===== config.mk =====
export PLATFORM = sky130hd
export DESIGN_NAME = deser_id_reset_config_regs
export DESIGN_NICKNAME = d
export VERILOG_FILES = /design/src/deser_cfg_pkg.sv /design/src/pin_sync.sv /design/src/deser_id_reset_config_regs.sv
export VERILOG_INCLUDE_DIRS = /design/src
export SDC_FILE = /design/constraint.sdc
export NUM_CORES = 1
export LEC_CHECK = 0
export BUFFER_PORTS_ARGS = -buffer_cell sky130_fd_sc_hd__buf_2
export CAP_MARGIN = 10
export CORE_ASPECT_RATIO = 1.75
export CORE_MARGIN = 4
export CORE_UTILIZATION = 30
export DETAILED_ROUTE_END_ITERATION = 8
export GPL_ROUTABILITY_DRIVEN = 0
export MAX_ROUTING_LAYER = met4
export PLACE_DENSITY = 0.58
export SLEW_MARGIN = 10
export SYNTH_ARGS = -nofsm -noshare
export SYNTH_HDL_FRONTEND = slang
export SYNTH_SLANG_ARGS = --single-unit

===== constraint.sdc =====
create_clock -name ref_clk -period 2.5 [get_ports ref_clk]
set_input_delay 0.5 -clock ref_clk [delete_from_list [all_inputs] [get_ports ref_clk]]
set_output_delay 0.5 -clock ref_clk [all_outputs]
set_load 0.02 [all_outputs]

===== src/deser_cfg_regs.svh =====
// register offsets, field positions, reset values and timing counts for the
// deserializer id, reset and clock-output configuration bank
// assumes an 8-bit register pointer and an I2C target path clocked by ref_clk
// Function
// - The 7-bit target address sits in bits 7:1 of the address register and resets to 0x60.
// - Select bit zero answers at the strap address, select bit one at the programmed address.
// - Analog power-down is set only by a local I2C write of one; writing zero does nothing.
// - A one in the keep-registers reset bit resets logic but not registers, then self-clears.
// - A one in the full reset bit resets all logic but the I2C engine, and the registers, then self-clears.
// - Oscillator clock is output only with auto-clock set and no lock, else the pixel clock.
`ifndef DESER_CFG_REGS_SVH
`define DESER_CFG_REGS_SVH

`define OFS_TARGET_ADDRESS  8'h00
`define OFS_POWER_RESET     8'h01
`define OFS_CLOCK_OUT_CFG   8'h04

`define BIT_ADDR_SELECT     0
`define BIT_ANALOG_PWDN     5
`define BIT_RESET_KEEP      1
`define BIT_RESET_FULL      0
`define BIT_AUTO_CLOCK      5

`define RST_TARGET_ADDRESS  7'h60
`define RST_ADDR_SELECT     1'h0
`define RST_AUTO_CLOCK      1'h0

// length of a soft reset pulse, ns, and its cycle count at 20 ns per cycle
`define SOFT_RESET_NS       320
`define CLK_PERIOD_NS       20
`define SOFT_RESET_CYCLES   ((`SOFT_RESET_NS + `CLK_PERIOD_NS - 1) / `CLK_PERIOD_NS)

`endif


===== src/deser_cfg_pkg.sv =====
// types shared by the configuration bank
// assumes nothing of its surroundings
package deser_cfg_pkg;
  typedef enum logic [3:0] {
    ST_IDLE,
    ST_ADDR,
    ST_ACK_ADDR,
    ST_PTR,
    ST_ACK_PTR,
    ST_WDATA,
    ST_ACK_WDATA,
    ST_RDATA,
    ST_RACK
  } i2c_state_t;
endpackage


===== src/pin_sync.sv =====
// two-flop synchroniser for a group of asynchronous pins
// assumes each bit is an independent level; multi-bit values must be static
`timescale 1ns/1ps
module pin_sync #(
  parameter int WIDTH = 1
) (
  // clock and reset
  input  wire logic             ref_clk,
  input  wire logic             arst_n,
  // pins and their synchronised copies
  input  wire logic [WIDTH-1:0] async_in,
  output logic      [WIDTH-1:0] sync_out
);
  // refuse an empty group at elaboration
  if (WIDTH < 1) begin : g_bad_width
    $error("pin_sync width must be at least one");
  end

  genvar i;
  generate
    for (i = 0; i < WIDTH; i++) begin : g_bit
      logic stage1;
      logic stage2;
      // first stage feeds only the second stage; each bit keeps its own flops
      always_ff @(posedge ref_clk or negedge arst_n) begin
        if (!arst_n) begin
          stage1 <= 1'h0;
          stage2 <= 1'h0;
        end else begin
          stage1 <= async_in[i];
          stage2 <= stage1;
        end
      end
      assign sync_out[i] = stage2;
    end
  endgenerate
endmodule


===== src/deser_id_reset_config_regs.sv =====
// I2C target and configuration bank: target address, analog power-down,
// two self-clearing soft resets and the clock-output source choice
// assumes scl/sda, strap and lock are asynchronous pins; remote writes from the
// back channel arrive on ref_clk; sda is open drain, resolved outside
`timescale 1ns/1ps
`include "deser_cfg_regs.svh"
module deser_id_reset_config_regs #(
  parameter int RESET_CYCLES = `SOFT_RESET_CYCLES
) (
  // clock and reset
  input  wire logic       ref_clk,
  input  wire logic       arst_n,
  // local I2C bus
  input  wire logic       scl_in,
  input  wire logic       sda_in,
  output logic            sda_out,
  output logic            sda_oe,
  // address strap
  input  wire logic [6:0] strap_address_value,
  // writes arriving over the control channel from the far end
  input  wire logic       remote_wr_en,
  input  wire logic [7:0] remote_addr,
  input  wire logic [7:0] remote_wdata,
  // clock output
  input  wire logic       pixel_clock,
  input  wire logic       internal_oscillator_clock,
  input  wire logic       link_locked,
  output logic            clock_out,
  // power and reset controls
  output logic            analog_power_down,
  output logic            digital_reset
);
  // the pulse counter is eight bits wide, so longer pulses are refused
  if (RESET_CYCLES < 1 || RESET_CYCLES > 255) begin : g_bad_cycles
    $error("RESET_CYCLES out of range");
  end

  // synchronised pins
  logic       scl_s;
  logic       sda_s;
  logic       lock_s;
  logic [6:0] strap_s;

  pin_sync #(.WIDTH(10)) u_sync (
    .ref_clk  (ref_clk),
    .arst_n   (arst_n),
    .async_in ({scl_in, sda_in, link_locked, strap_address_value}),
    .sync_out ({scl_s, sda_s, lock_s, strap_s})
  );

  // register state
  logic [6:0] target_address;
  logic       addr_select;
  logic       auto_clock;
  logic       keep_busy;
  logic       full_busy;
  logic [7:0] reset_count;

  // i2c engine state
  deser_cfg_pkg::i2c_state_t state;
  logic       scl_d;
  logic       sda_d;
  logic [7:0] shreg;
  logic [7:0] txreg;
  logic [3:0] bit_cnt;
  logic [7:0] ptr;
  logic       read_mode;
  logic       local_wr;
  logic [7:0] local_addr;
  logic [7:0] local_wdata;

  // bus events from the delayed synchronised lines
  logic scl_rise;
  logic scl_fall;
  logic start_cond;
  logic stop_cond;
  logic [6:0] active_address;

  assign scl_rise   = scl_s & ~scl_d;
  assign scl_fall   = ~scl_s & scl_d;
  assign start_cond = scl_s & scl_d & sda_d & ~sda_s;
  assign stop_cond  = scl_s & scl_d & ~sda_d & sda_s;
  assign active_address = addr_select ? target_address : strap_s;
  assign sda_out = 1'h0;

  // merged write port; a local access wins when both arrive together
  logic       wr_en;
  logic [7:0] wr_addr;
  logic [7:0] wr_data;
  assign wr_en   = local_wr | remote_wr_en;
  assign wr_addr = local_wr ? local_addr : remote_addr;
  assign wr_data = local_wr ? local_wdata : remote_wdata;

  // read mux; busy reset bits read one until the pulse is over
  logic [7:0] rd_byte;
  always_comb begin
    rd_byte = 8'h00;
    unique case (ptr)
      `OFS_TARGET_ADDRESS: rd_byte = {target_address, addr_select};
      `OFS_POWER_RESET: begin
        rd_byte[`BIT_ANALOG_PWDN] = analog_power_down;
        rd_byte[`BIT_RESET_KEEP]  = keep_busy;
        rd_byte[`BIT_RESET_FULL]  = full_busy;
      end
      `OFS_CLOCK_OUT_CFG: rd_byte[`BIT_AUTO_CLOCK] = auto_clock;
      default: rd_byte = 8'h00;
    endcase
  end

  // line history for edge and start/stop detection
  always_ff @(posedge ref_clk or negedge arst_n) begin
    if (!arst_n) begin
      scl_d <= 1'h1;
      sda_d <= 1'h1;
    end else begin
      scl_d <= scl_s;
      sda_d <= sda_s;
    end
  end

  // i2c target engine; soft resets leave it alone so the ack of the write
  // that triggered them still completes on the bus
  always_ff @(posedge ref_clk or negedge arst_n) begin
    if (!arst_n) begin
      state       <= deser_cfg_pkg::ST_IDLE;
      shreg       <= 8'h00;
      txreg       <= 8'h00;
      bit_cnt     <= 4'h0;
      ptr         <= 8'h00;
      read_mode   <= 1'h0;
      sda_oe      <= 1'h0;
      local_wr    <= 1'h0;
      local_addr  <= 8'h00;
      local_wdata <= 8'h00;
    end else begin
      local_wr <= 1'h0;
      if (stop_cond) begin
        state  <= deser_cfg_pkg::ST_IDLE;
        sda_oe <= 1'h0;
      end else if (start_cond) begin
        state   <= deser_cfg_pkg::ST_ADDR;
        bit_cnt <= 4'h0;
        sda_oe  <= 1'h0;
      end else if (scl_rise) begin
        unique case (state)
          deser_cfg_pkg::ST_ADDR, deser_cfg_pkg::ST_PTR, deser_cfg_pkg::ST_WDATA: begin
            shreg   <= {shreg[6:0], sda_s};
            bit_cnt <= bit_cnt + 4'h1;
          end
          deser_cfg_pkg::ST_RDATA: bit_cnt <= bit_cnt + 4'h1;
          deser_cfg_pkg::ST_RACK: if (sda_s) state <= deser_cfg_pkg::ST_IDLE; // host nack
          default: ;
        endcase
      end else if (scl_fall) begin
        unique case (state)
          deser_cfg_pkg::ST_ADDR: if (bit_cnt == 4'h8) begin
            if (shreg[7:1] == active_address) begin
              state     <= deser_cfg_pkg::ST_ACK_ADDR;
              read_mode <= shreg[0];
              sda_oe    <= 1'h1;
            end else begin
              state <= deser_cfg_pkg::ST_IDLE;
            end
          end
          deser_cfg_pkg::ST_ACK_ADDR: begin
            bit_cnt <= 4'h0;
            if (read_mode) begin
              state  <= deser_cfg_pkg::ST_RDATA;
              txreg  <= {rd_byte[6:0], 1'h0};
              sda_oe <= ~rd_byte[7];
            end else begin
              state  <= deser_cfg_pkg::ST_PTR;
              sda_oe <= 1'h0;
            end
          end
          deser_cfg_pkg::ST_PTR: if (bit_cnt == 4'h8) begin
            ptr    <= shreg;
            state  <= deser_cfg_pkg::ST_ACK_PTR;
            sda_oe <= 1'h1;
          end
          deser_cfg_pkg::ST_ACK_PTR, deser_cfg_pkg::ST_ACK_WDATA: begin
            state   <= deser_cfg_pkg::ST_WDATA;
            bit_cnt <= 4'h0;
            sda_oe  <= 1'h0;
          end
          deser_cfg_pkg::ST_WDATA: if (bit_cnt == 4'h8) begin
            local_wr    <= 1'h1;
            local_addr  <= ptr;
            local_wdata <= shreg;
            ptr         <= ptr + 8'h01;
            state       <= deser_cfg_pkg::ST_ACK_WDATA;
            sda_oe      <= 1'h1;
          end
          deser_cfg_pkg::ST_RDATA: begin
            if (bit_cnt == 4'h8) begin
              state  <= deser_cfg_pkg::ST_RACK;
              ptr    <= ptr + 8'h01;
              sda_oe <= 1'h0;
            end else begin
              txreg  <= {txreg[6:0], 1'h0};
              sda_oe <= ~txreg[7];
            end
          end
          deser_cfg_pkg::ST_RACK: begin
            state   <= deser_cfg_pkg::ST_RDATA;
            bit_cnt <= 4'h0;
            txreg   <= {rd_byte[6:0], 1'h0};
            sda_oe  <= ~rd_byte[7];
          end
          default: ;
        endcase
      end
    end
  end

  // configuration registers; a full soft reset holds them at their defaults
  always_ff @(posedge ref_clk or negedge arst_n) begin
    if (!arst_n) begin
      target_address <= `RST_TARGET_ADDRESS;
      addr_select    <= `RST_ADDR_SELECT;
      auto_clock     <= `RST_AUTO_CLOCK;
    end else if (full_busy) begin
      target_address <= `RST_TARGET_ADDRESS;
      addr_select    <= `RST_ADDR_SELECT;
      auto_clock     <= `RST_AUTO_CLOCK;
    end else if (wr_en && wr_addr == `OFS_TARGET_ADDRESS) begin
      target_address <= wr_data[7:1];
      addr_select    <= wr_data[`BIT_ADDR_SELECT];
    end else if (wr_en && wr_addr == `OFS_CLOCK_OUT_CFG) begin
      auto_clock <= wr_data[`BIT_AUTO_CLOCK];
    end
  end

  // power-down is set only from the local bus; zero writes and remote writes
  // are ignored, so only a full reset or power-on clears it
  always_ff @(posedge ref_clk or negedge arst_n) begin
    if (!arst_n) begin
      analog_power_down <= 1'h0;
    end else if (full_busy) begin
      analog_power_down <= 1'h0;
    end else if (local_wr && local_addr == `OFS_POWER_RESET
                 && local_wdata[`BIT_ANALOG_PWDN]) begin
      analog_power_down <= 1'h1;
    end
  end

  // soft reset pulse timer; writing one starts it, writing zero does nothing,
  // the bit drops back to zero when the pulse ends
  always_ff @(posedge ref_clk or negedge arst_n) begin
    if (!arst_n) begin
      keep_busy   <= 1'h0;
      full_busy   <= 1'h0;
      reset_count <= 8'h00;
    end else if (keep_busy || full_busy) begin
      if (reset_count == 8'h01) begin
        keep_busy <= 1'h0;
        full_busy <= 1'h0;
      end
      reset_count <= reset_count - 8'h01;
    end else if (wr_en && wr_addr == `OFS_POWER_RESET
                 && (wr_data[`BIT_RESET_FULL] || wr_data[`BIT_RESET_KEEP])) begin
      full_busy   <= wr_data[`BIT_RESET_FULL];
      keep_busy   <= ~wr_data[`BIT_RESET_FULL];
      reset_count <= RESET_CYCLES[7:0];
    end
  end

  // reset to the rest of the digital logic, high for the whole pulse
  assign digital_reset = keep_busy | full_busy;

  // clock-output source; the select moves on a lock change, an auto-clock write or a full reset, a short
  // runt pulse is possible then since this is a plain mux, not a glitch-free one
  logic use_osc;
  assign use_osc   = auto_clock & ~lock_s;
  assign clock_out = use_osc ? internal_oscillator_clock : pixel_clock;
endmodule


==> summary.txt, run 1 <==
Status
  – Status: completed

Timing
  – Relative slew slack: 0.646
  – Tmin final: around 2.3 ns
  – Slew Viols, Final: 0
  – Fin crit share: 0.901
  – Setup TNS: 0 ns
  – Final Skew: slightly below 0.009 ns
  – Final hold vios: 0
  – Final setup vio count: 0
  – Max Fclk: around 440 MHz
  – Slew at the pin closest to its max-slew limit: 0.527 ns
  – RSZ-0062 raised after global routing: false

Detailed routing
  – Routed WL: approximately 11000 µm
  – Avg WL per Cell: about 16 µm
  – Drt drc: 0
  – Routed Antenna Nets: 0
  – Routed vias/inst: roughly 5.2
  – Drt pass-1 iters: 5
  – Iter 0 DRT Violations: 198
  – Routed via count: ~3400

Floorplan
  – Floorplan row count: 58
  – IO Count: 36
  – Initial core utilization: 0.308
  – Chip height: about 170 µm
  – DIE WIDTH: roughly 100 µm
  – Core area: 0.0145 mm²
  – Area of the die: ~0.017 mm²

Logic synthesis
  – YS warnings: 0
  – Yosys top cell area share: 0.493
  – Top post-synthesis cells by area: dfrtp_1 49%, mux2_2 7.6%, mux2i_1 3.8%
  – Seq cells post-synth: 92
  – Syn Inst Count: around 430
  – Top_reg_cell synth: dfrtp_1
  – Synth Area per Inst: approximately 10 µm²
  – Mapped cell area: between 0.004 and 0.005 mm²
  – Synth unique cells: 55
  – Yosys top cell by area: dfrtp_1
  – Ys async rst share: 1.00
  – Syn Nets: roughly 470
  – Post-synth EDFFs: 0
  – Post-synthesis sequential area ratio: 0.517

Flow run
  – Number of max-cap violations: 0

Worst setup path
  – Crit path kind: reg -> reg
  – Critical path endpoint category: register
  – Worst EP arrival: approximately 2.5 ns
  – Worst-path fanout max: 13
  – Startpoint Class: register
  – CP required: 2.72 ns

Clock network
  – Postcts setup bufs: 0
  – CTS tree: built
  – Post-cts resize count: 0
  – H-tree depth: 3
  – Num Clock Sinks: slightly above 90
  – Clock Latency Late Sink: 0.34 ns
  – CTS Buf Count: 9
  – Cts hold-fix bufs: 0
  – Clock Tree Buf Depth: 2
  – CTS Root Cell: clkbuf_16
  – Clk pin slew, worst setup/hold paths: roughly 0.070 ns

Global route
  – Largest net degree at the start of global routing: 37
  – Gr usage total: 0.137
  – Initial antenna violation count: 0
  – Grt ovf: 0
  – First-pass GRT wire length: around 18000 µm
  – Vias in the first global route: about 3600

Power
  – Leakage: 0.00223 µW
  – Comb power frac: 0.077
  – Seq pwr share: 0.497
  – Psw: around 790 µW
  – Pint: 2470 µW
  – Clk pwr share: 0.426
  – PwrDens: about 630 mW/mm²
  – Sw frac: 0.242
  – Max VDD drop: ~340 µV

Final layout
  – Multi-input logic area: just over 0.002 mm²
  – Area Growth Syn to Fin: 16.6%
  – # diodes: 0
  – Share of layout cells above drive strength 1: 0.219
  – Final Core Density: 0.359
  – FILL cells: 1445
  – Fin nets: between 500 and 600
  – Register Area: around 0.0023 mm²

Hold path
  – Worst hold path type: in -> async

Placement
  – I/O Buffers: 34
  – Dpl hpwl: 8070 µm
==> power groups by stage <==
stage,Clock [µW],Combinational (µW),Sequential (µW)
global placement,0,250,1650
finish,1390,252,1620
global route,1490,287,1630
floorplan,0,157,1620
CTS,1430,258,1620
detailed placement,0,257,1650
==> registers in the layout, summed over array words and instances (netlist names), 8 cells and up <==
signal / count
shreg: 8
reset_count: 8
u_sync.g_bit.stage1: 10
ptr: 8
local_wdata: 8
local_addr: 8
u_sync.g_bit.stage2: 10
==> area by class of cell <==
cell class              count  share of cell area
repair buffers             48              0.0557
clock inverters             6              0.0135
well taps                 180              0.0432
multi-input cells         302               0.387
inverters                  16              0.0115
flip-flops and latches     92               0.443
clock buffers              10              0.0459
==> worst paths after layout <==
check                                          to              startpoint  cells after the start  slack (ns)
hold reg to reg            u_sync.g_bit[5].stage2  u_sync.g_bit[5].stage1                      0        0.35
setup reg to reg                         state[0]                state[1]                      6        0.25
hold / removal                         bit_cnt[0]                  arst_n                      1        0.12
setup / recovery                         state[0]                state[1]                      6        0.25
max in group asynchronous  u_sync.g_bit[0].stage2                  arst_n                      2        1.64
min in group ref_clk       u_sync.g_bit[7].stage1             link_locked                      1        0.26
==> cell families after synthesis <==
group,Yosys count,synth area share
AOI/OAI and AO/OA,100,0.140
xor gates and xnor gates,10,0.0196
adders and majority gates,11,0.0308
buffers and inverters,33,0.0319
DFF,92,0.517
muxes,47,0.114
other,1,0.000840
and+or+nand+nor,133,0.147
==> cells in the mapped netlist (3+ instances only) <==
| cell type | n |
|---|---|
| a22oi_1 | 8 |
| nor2b_1 | 3 |
| nand2_1 | 36 |
| mux2_2 | 30 |
| buf_2 | 6 |
| clkbuf_1 | 8 |
| a211oi_1 | 5 |
| o21ai_0 | 32 |
| ha_1 | 11 |
| xnor2_1 | 10 |
| o22ai_1 | 5 |
| o311ai_0 | 3 |
| a31oi_1 | 7 |
| nor3_1 | 14 |
| mux2i_1 | 17 |
| a21oi_1 | 22 |
| o21a_1 | 3 |
| nand3_1 | 14 |
| nor4_1 | 8 |
| dfstp_2 | 4 |
| dfrtp_1 | 88 |
| or4_1 | 3 |
| nor2_1 | 33 |
| nand2b_1 | 4 |
| inv_1 | 16 |
==> critical path, stage by stage (launching register included) <==
cell and delay, ns:
dfrtp_1 0.53, or2_2 0.39, or3_1 0.34, o22ai_1 0.12, nand2_1 0.07, o21ai_1 0.28
mux2_2 0.40
==> per-layer routing <==
layer | share of wire | wire length, µm | global-route usage | vias to the layer above
met2 | 0.56 | 5890 | 0.241 | 98
met4 | 0.041 | 433 | 0.0733 | 0
met5 | 0 | 0 | - | -
met1 | 0.38 | 3980 | 0.146 | 1662
li1 | - | - | - | 1634
met3 | 0.025 | 268 | 0.0202 | 30
==> layout by cell type (no fill, tap or decap), types with 7 or more instances in the layout <==
| cell | count |
|---|---|
| inv_1 | 16 |
| dfrtp_1 | 88 |
| xnor2_1 | 10 |
| clkbuf_16 | 9 |
| nor4_1 | 8 |
| ha_1 | 11 |
| o21ai_0 | 32 |
| buf_4 | 14 |
| mux2_2 | 30 |
| a21oi_1 | 22 |
| buf_2 | 33 |
| nor2_1 | 33 |
| a31oi_1 | 7 |
| a22oi_1 | 8 |
| nor3_1 | 14 |
| mux2i_1 | 17 |
| nand2_1 | 36 |
| nand3_1 | 14 |
==> per-stage QoR <==
stage | total power (µW) | instances | hold WS, ns | setup slack [ns] | area [µm²]
finish | 3260 | 654 | 0.118 | 0.247 | 5210
global route | 3400 | 654 | 0.161 | 0.0624 | 5210
CTS | 3310 | 654 | 0.131 | 0.242 | 5210
detailed placement | 1910 | 638 | 0.335 | 0.258 | 4900
global placement | 1900 | 638 | 0.334 | 0.313 | 4900
floorplan | 1780 | 427 | 0.204 | 0.409 | 4470
No activity file was read; power rests on OpenSTA's default activity.
==> run 2, diff against run 1 <==
GPL_TIMING_DRIVEN = 0   (was not set)
==> run 2 against run 1 <==
Net effect:
- via count fell by 1.6%
- sequential share of layout area barely moved
- register-to-register slack got worse by 0.06 ns
- routed wire length is 2.8% lower
- clock-buffer cell count shrank 1
- sequential cell count stayed put
- critical endpoint is now local_addr[6]
- largest power group unchanged
==> summary.txt, run 2 (synthesized netlist as in run 1, its figures left out) <==
Final layout
  – Most common cell after layout, fill and taps aside: dfrtp_1
  – Area Growth Syn to Fin: 16.5% (about the same)
  – FILL cells: 1458 (+0.90%)
  – Share of layout cells above drive strength 1: 0.207 (-0.0123)
  – Biggest regs: u_sync.g_bit.stage1 (10), u_sync.g_bit.stage2 (10)
  – # diodes: 0 (unchanged)
  – Final Instance Area: 0.00520 mm² (about the same)
  – Fin nets: 515 (+0.78%)
  – Most frequent cells in the layout: 88 x dfrtp_1, 39 x buf_2, 36 x nand2_1, 33 x nor2_1, 32 x o21ai_0

Worst setup path
  – Worst-path fanout max: 10 (-3)
  – Critical path endpoint category: register
  – Setup crit start: bit_cnt[0]
  – Reg-to-Reg Start: bit_cnt[0]
  – Crit path kind: reg -> reg
  – Worst EP arrival: 2.54 ns (+0.07 ns)
  – CP endpoint: local_addr[6]
  – R2R depth: 7 (+1)
  – Flop-to-flop setup slack: 0.19 ns (-0.06 ns)
  – CP required: 2.73 ns (about the same)
  – FF-to-FF End: local_addr[6]
  – Startpoint Class: register

Global route
  – Met1 usage: 0.136 (-0.0107)
  – Vias in the first global route: 3442 (-3.1%)
  – Initial antenna violation count: 0 (unchanged)
  – Largest net degree at the start of global routing: 66 (+78%)
  – Met2 usage in global routing: 0.235 (-0.00549)
  – Gr usage total: 0.133 (-0.00438)
  – Most Crowded Layer GR: met2
  – First-pass GRT wire length: 17300 µm (-3.2%)
  – Routing usage on met3: 0.0202 (unchanged)
  – Grt ovf: 0 (unchanged)

Timing
  – Relative slew slack: 0.535 (-0.110)
  – Final setup vio count: 0 (unchanged)
  – Setup TNS: 0 ns (unchanged)
  – Tmin final: 2.31 ns (+0.0587 ns)
  – Fin crit share: 0.925 (+0.0235)
  – Final hold vios: 0 (unchanged)
  – Slew Viols, Final: 0 (unchanged)
  – Max Fclk: 433 MHz (-2.5%)
  – RSZ-0062 raised after global routing: false
  – Final Skew: 0.0106 ns (+0.00191 ns)
  – Slew at the pin closest to its max-slew limit: 0.696 ns (+0.169 ns)

Power
  – Leakage: 0.00221 µW (-0.60%)
  – PwrDens: 621 mW/mm² (-0.88%)
  – Max VDD drop: 409 µV (+20%)
  – Tot Pwr: 3230 µW (-0.95%)

Placement
  – I/O Buffers: 34 (unchanged)
  – Dpl hpwl: 7860 µm (-2.6%)
  – Area post-placement: 0.00489 mm² (-0.15%)

Floorplan
  – IO Count: 36 (unchanged)
  – Core area: 0.0145 mm² (unchanged)
  – Initial core utilization: 0.308 (unchanged)
  – Floorplan row count: 58 (unchanged)
  – DIE WIDTH: 100 µm (unchanged)
  – Chip height: 169 µm (unchanged)
  – Area of the die: 0.0170 mm² (unchanged)

Clock network
  – Num Clock Sinks: 92 (unchanged)
  – CTS tree: built
  – Postcts setup bufs: 0 (unchanged)
  – CTS Buf Count: 9 (unchanged)
  – Clk pin slew, worst setup/hold paths: 0.07 ns (about the same)
  – Clock Latency Late Sink: 0.35 ns (about the same)
  – Clock Tree Buf Depth: 2 (unchanged)
  – CTS Root Cell: clkbuf_16
  – H-tree depth: 3 (unchanged)

Detailed routing
  – Drt pass-1 iters: 4 (-1)
  – Iter 0 DRT Violations: 238 (+20%)
  – Routed WL: 10300 µm (-2.8%)
  – Routed via count: 3370 (-1.6%)
  – Avg WL per Cell: 15.6 µm (-3.4%)
  – Routed Antenna Nets: 0 (unchanged)
  – Routed vias/inst: 5.12 (-2.2%)
  – Drt drc: 0 (unchanged)

Status
  – Status: completed

Hold path
  – Worst hold path type: in -> async

Flow run
  – Number of max-cap violations: 0 (unchanged)
run 2: changes by cell type in the layout (fill, tap and decap cells not counted), sizes merged:
cell,change
buf,-4
bufinv,-1
clkbuf,+7
clkinv,+1
inv,+1
run 2: cell type report:
cell class              count  area (µm²)  area share
clock buffers               9         225      0.0433
plain buffers              17        82.6      0.0159
flip-flops and latches     92        2310       0.443
repair buffers             35         200      0.0385
inverters                  16        60.1      0.0115
clock inverters             7        81.3      0.0156
well taps                 180         225      0.0433
multi-input cells         302        2020       0.389
run 2: worst min-delay path by stage:
| stage | endpoint | startpoint | slack (ns) |
|---|---|---|---|
| detailed placement | u_sync.g_bit[0].stage2 | u_sync.g_bit[0].stage1 | 0.33 |
| finish | u_sync.g_bit[8].stage2 | arst_n | 0.07 |
| global route | u_sync.g_bit[9].stage1 | arst_n | 0.1 |
| floorplan | addr_select | arst_n | 0.20 |
| global placement | u_sync.g_bit[7].stage2 | u_sync.g_bit[7].stage1 | 0.33 |
| CTS | u_sync.g_bit[8].stage2 | arst_n | 0.08 |
run 2: metrics by stage:
| stage | setup slack [ns] | util | hold slack, ns | std cells |
|---|---|---|---|---|
| after floorplan | 0.409 | - | 0.204 | 427 |
| after global placement | -0.0905 | 0.335 | 0.334 | 641 |
| after detailed placement | -0.0915 | 0.337 | 0.335 | 642 |
| after CTS | 0.0924 | 0.359 | 0.0820 | 658 |
| after global routing | 0.0147 | 0.359 | 0.0983 | 658 |
| final | 0.189 | 0.359 | 0.0747 | 658 |
run 2: critical path, stage by stage, from the launching register on:
cell     delay, ns
dfrtp_1       0.40
inv_1         0.09
ha_1          0.16
and3b_1       0.26
nand2_1       0.16
nor3_4        0.43
buf_2         0.33
mux2_2        0.36
run 2: what timing repair did:
action,4_1_cts,5_1_grt
hold buffers,0,0
endpoints found under the setup margin,7,7
gates resized for setup,1,0
pin swaps,0,1
gates cloned,0,0
run 2: report_power, final:
| group | leakage (µW) | internal [µW] | switching [µW] |
|---|---|---|---|
| clock | 0.000150 | 712 | 645 |
| sequential | 0.00118 | 1550 | 59.3 |
| combinational | 0.000883 | 117 | 150 |
| total | 0.00221 | 2380 | 854 |
run 2: metal layers:
metal | vias up | routed length [µm]
met5 | - | 0
met4 | 0 | 490
met2 | 81 | 5650
li1 | 1646 | -
met3 | 28 | 278
met1 | 1615 | 3860
==> run 3, diff against run 2 <==
RECOVER_POWER = 50   (was not set)
==> run 3 against run 2 <==
Net effect:
- the run now ends with capacitance limit, slew limit left
- critical path depth stayed put
- fmax is essentially flat
- combinational power is essentially flat
- clock power barely moved
- via count decreased by 0.18%
- register-to-register slack about the same
- non-clock buffer count is the same
- worst hold slack better by 0.17 ns
- sequential cell count unchanged
- critical path type unchanged
- largest power group unchanged
- first-iteration DRC count unchanged
- power about the same
- design area about the same
==> summary.txt, run 3 (synthesized netlist as in run 1, its figures left out) <==
Clock network
  – CTS tree: built
  – Cts hold-fix bufs: 0 (unchanged)
  – Clk pin slew, worst setup/hold paths: 0.08 ns (about the same)
  – Clock Tree Buf Depth: 2 (unchanged)
  – CTS Root Cell: clkbuf_16
  – Postcts setup bufs: 0 (unchanged)
  – Clock Latency Late Sink: 0.35 ns (about the same)
  – H-tree depth: 3 (unchanged)
  – CTS Buf Count: 9 (unchanged)
  – Num Clock Sinks: 92 (unchanged)

Flow run
  – Number of max-cap violations: 1 (+1)

Detailed routing
  – Avg WL per Cell: 15.6 µm (about the same)
  – Routed Antenna Nets: 0 (unchanged)
  – Routed WL: 10300 µm (about the same)
  – Drt drc: 0 (unchanged)
  – Iter 0 DRT Violations: 238 (unchanged)
  – Routed via count: 3364 (-0.18%)
  – Routed vias/inst: 5.11 (-0.18%)
  – Drt pass-1 iters: 4 (unchanged)

Worst setup path
  – Reg-to-Reg Start: bit_cnt[0]
  – Critical path endpoint category: register
  – Crit path kind: reg -> reg
  – CP max stage delay: 0.43 ns (about the same)
  – CP required: 2.73 ns (about the same)
  – Startpoint Class: register
  – Flop-to-flop setup slack: 0.19 ns (about the same)
  – Setup crit start: bit_cnt[0]
  – Worst-path fanout max: 10 (unchanged)
  – Worst Path Buf+Inv: 2 (unchanged)
  – Worst EP arrival: 2.55 ns (about the same)
  – Worst path top cell family by delay: simple AND/OR/NAND/NOR gates
  – Critical-path top delay cell: nor3_4
  – CP Cell Sequence: inv_1, ha_1, and3b_1, nand2_1, nor3_4, buf_2, mux2_2

Global route
  – Largest net degree at the start of global routing: 66 (unchanged)
  – Grt ovf: 0 (unchanged)
  – Initial antenna violation count: 0 (unchanged)
  – Gr usage total: 0.133 (unchanged)
  – Vias in the first global route: 3442 (unchanged)
  – First-pass GRT wire length: 17300 µm (unchanged)

Hold path
  – Worst hold path type: in -> reg
  – Hold Startpoint: link_locked

Timing
  – Relative slew slack: -0.0863 (-0.622)
  – Tmin final: 2.31 ns (+0.00195 ns)
  – Fin worst setup slack: 0.187 ns (-0.00195 ns)
  – Slew Viols, Final: 28 (+28)
  – Final Skew: 0.0106 ns (unchanged)
  – Final setup vio count: 0 (unchanged)
  – Slew at the pin closest to its max-slew limit: 1.63 ns (+0.934 ns)
  – RSZ-0062 raised after global routing: false
  – Final hold vios: 0 (unchanged)
  – Setup TNS: 0 ns (unchanged)
  – Fin crit share: 0.925 (about the same)
  – Max Fclk: 432 MHz (about the same)

Power
  – Psw: 854 µW (about the same)
  – Sw frac: 0.264 (about the same)
  – Tot Pwr: 3230 µW (about the same)
  – Seq pwr share: 0.498 (about the same)
  – Pint: 2380 µW (about the same)
  – Max VDD drop: 409 µV (unchanged)
  – Leakage: 0.00221 µW (-0.16%)
  – PwrDens: 621 mW/mm² (about the same)
  – Comb power frac: 0.082 (about the same)
  – Clk pwr share: 0.420 (about the same)

Final layout
  – Fin nets: 515 (unchanged)
  – Area Growth Syn to Fin: 16.4% (about the same)
  – FILL cells: 1460 (+0.14%)
  – Most frequent cells in the layout: 88 x dfrtp_1, 39 x buf_2, 36 x nand2_1, 33 x nor2_1, 32 x o21ai_0
  – Share of layout cells above drive strength 1: 0.205 (-0.00209)
  – Biggest regs: u_sync.g_bit.stage1 (10), u_sync.g_bit.stage2 (10)
  – Most common cell after layout, fill and taps aside: dfrtp_1
  – Final Instance Area: 0.00520 mm² (about the same)
  – # diodes: 0 (unchanged)

Floorplan
  – Area of the die: 0.0170 mm² (unchanged)
  – Initial core utilization: 0.308 (unchanged)
  – DIE WIDTH: 100 µm (unchanged)
  – Floorplan row count: 58 (unchanged)
  – Core area: 0.0145 mm² (unchanged)
  – Chip height: 169 µm (unchanged)
  – IO Count: 36 (unchanged)

Status
  – Violated checks: capacitance limit, slew limit
  – Status: finished with violations

Placement
  – Area post-placement: 0.00489 mm² (unchanged)
  – I/O Buffers: 34 (unchanged)
  – Dpl hpwl: 7860 µm (unchanged)
  – Pre-CTS WS: -0.0915 ns (unchanged)
==> run 3: cell count changes in the layout (fill, tap and decap cells not counted), sizes merged <==
| cell | change |
|---|---|
| clkbuf | +1 |
| buf | -1 |
==> run 3: final timing paths <==
path                                     endpoint  cells past startpoint
min reg2reg                u_sync.g_bit[8].stage2                      0
max in group asynchronous       target_address[6]                      2
min in group asynchronous  u_sync.g_bit[8].stage2                      1
min                        u_sync.g_bit[7].stage1                      1
max reg2reg                         local_addr[6]                      7
max                                 local_addr[6]                      7
==> run 3: repair_timing <==
item                       4_1_cts  5_1_grt
setup endpoints to repair        7        7
resized for setup                1        0
pin swaps                        0        1
==> run 3: worst register-to-register path, cell delays in order, from the launching register on <==
cell	delay [ns]
dfrtp_1	0.40
inv_1	0.09
ha_1	0.16
and3b_1	0.26
nand2_1	0.16
nor3_4	0.43
buf_2	0.34
mux2_2	0.36
==> run 3: layout make-up <==
class,count,area (µm²),area share
flip-flops and latches,92,2310,0.444
multi-input cells,302,2020,0.389
clock buffers,9,225,0.0433
well taps,180,225,0.0433
repair buffers,35,196,0.0378
plain buffers,17,82.6,0.0159
clock inverters,7,81.3,0.0156
inverters,16,60.1,0.0115
==> run 3: through the flow <==
stage | hold slack, ns | utilization | cells
2_1_floorplan | 0.204 | - | 427
3_5_place_dp | 0.335 | 0.337 | 642
6_report | 0.250 | 0.358 | 658
5_1_grt | 0.231 | 0.358 | 658
3_3_place_gp | 0.334 | 0.335 | 641
4_1_cts | 0.0820 | 0.359 | 658
==> run 3: per-layer routing <==
metal | up-vias | part of all wire | wire length [µm] | track usage
met5 | - | 0 | 0 | -
met4 | 0 | 0.048 | 490 | 0.0792
met3 | 28 | 0.026 | 269 | 0.0202
met2 | 74 | 0.55 | 5650 | 0.235
met1 | 1616 | 0.38 | 3880 | 0.136
li1 | 1646 | - | - | -
==> run 3: power by group through the flow <==
stage / logic, µW / registers [µW] / clock network (µW)
after floorplan: 157 / 1620 / 0
after global placement: 260 / 1640 / 0
after detailed placement: 271 / 1640 / 0
after CTS: 273 / 1610 / 1400
after global routing: 302 / 1610 / 1470
final: 266 / 1610 / 1360
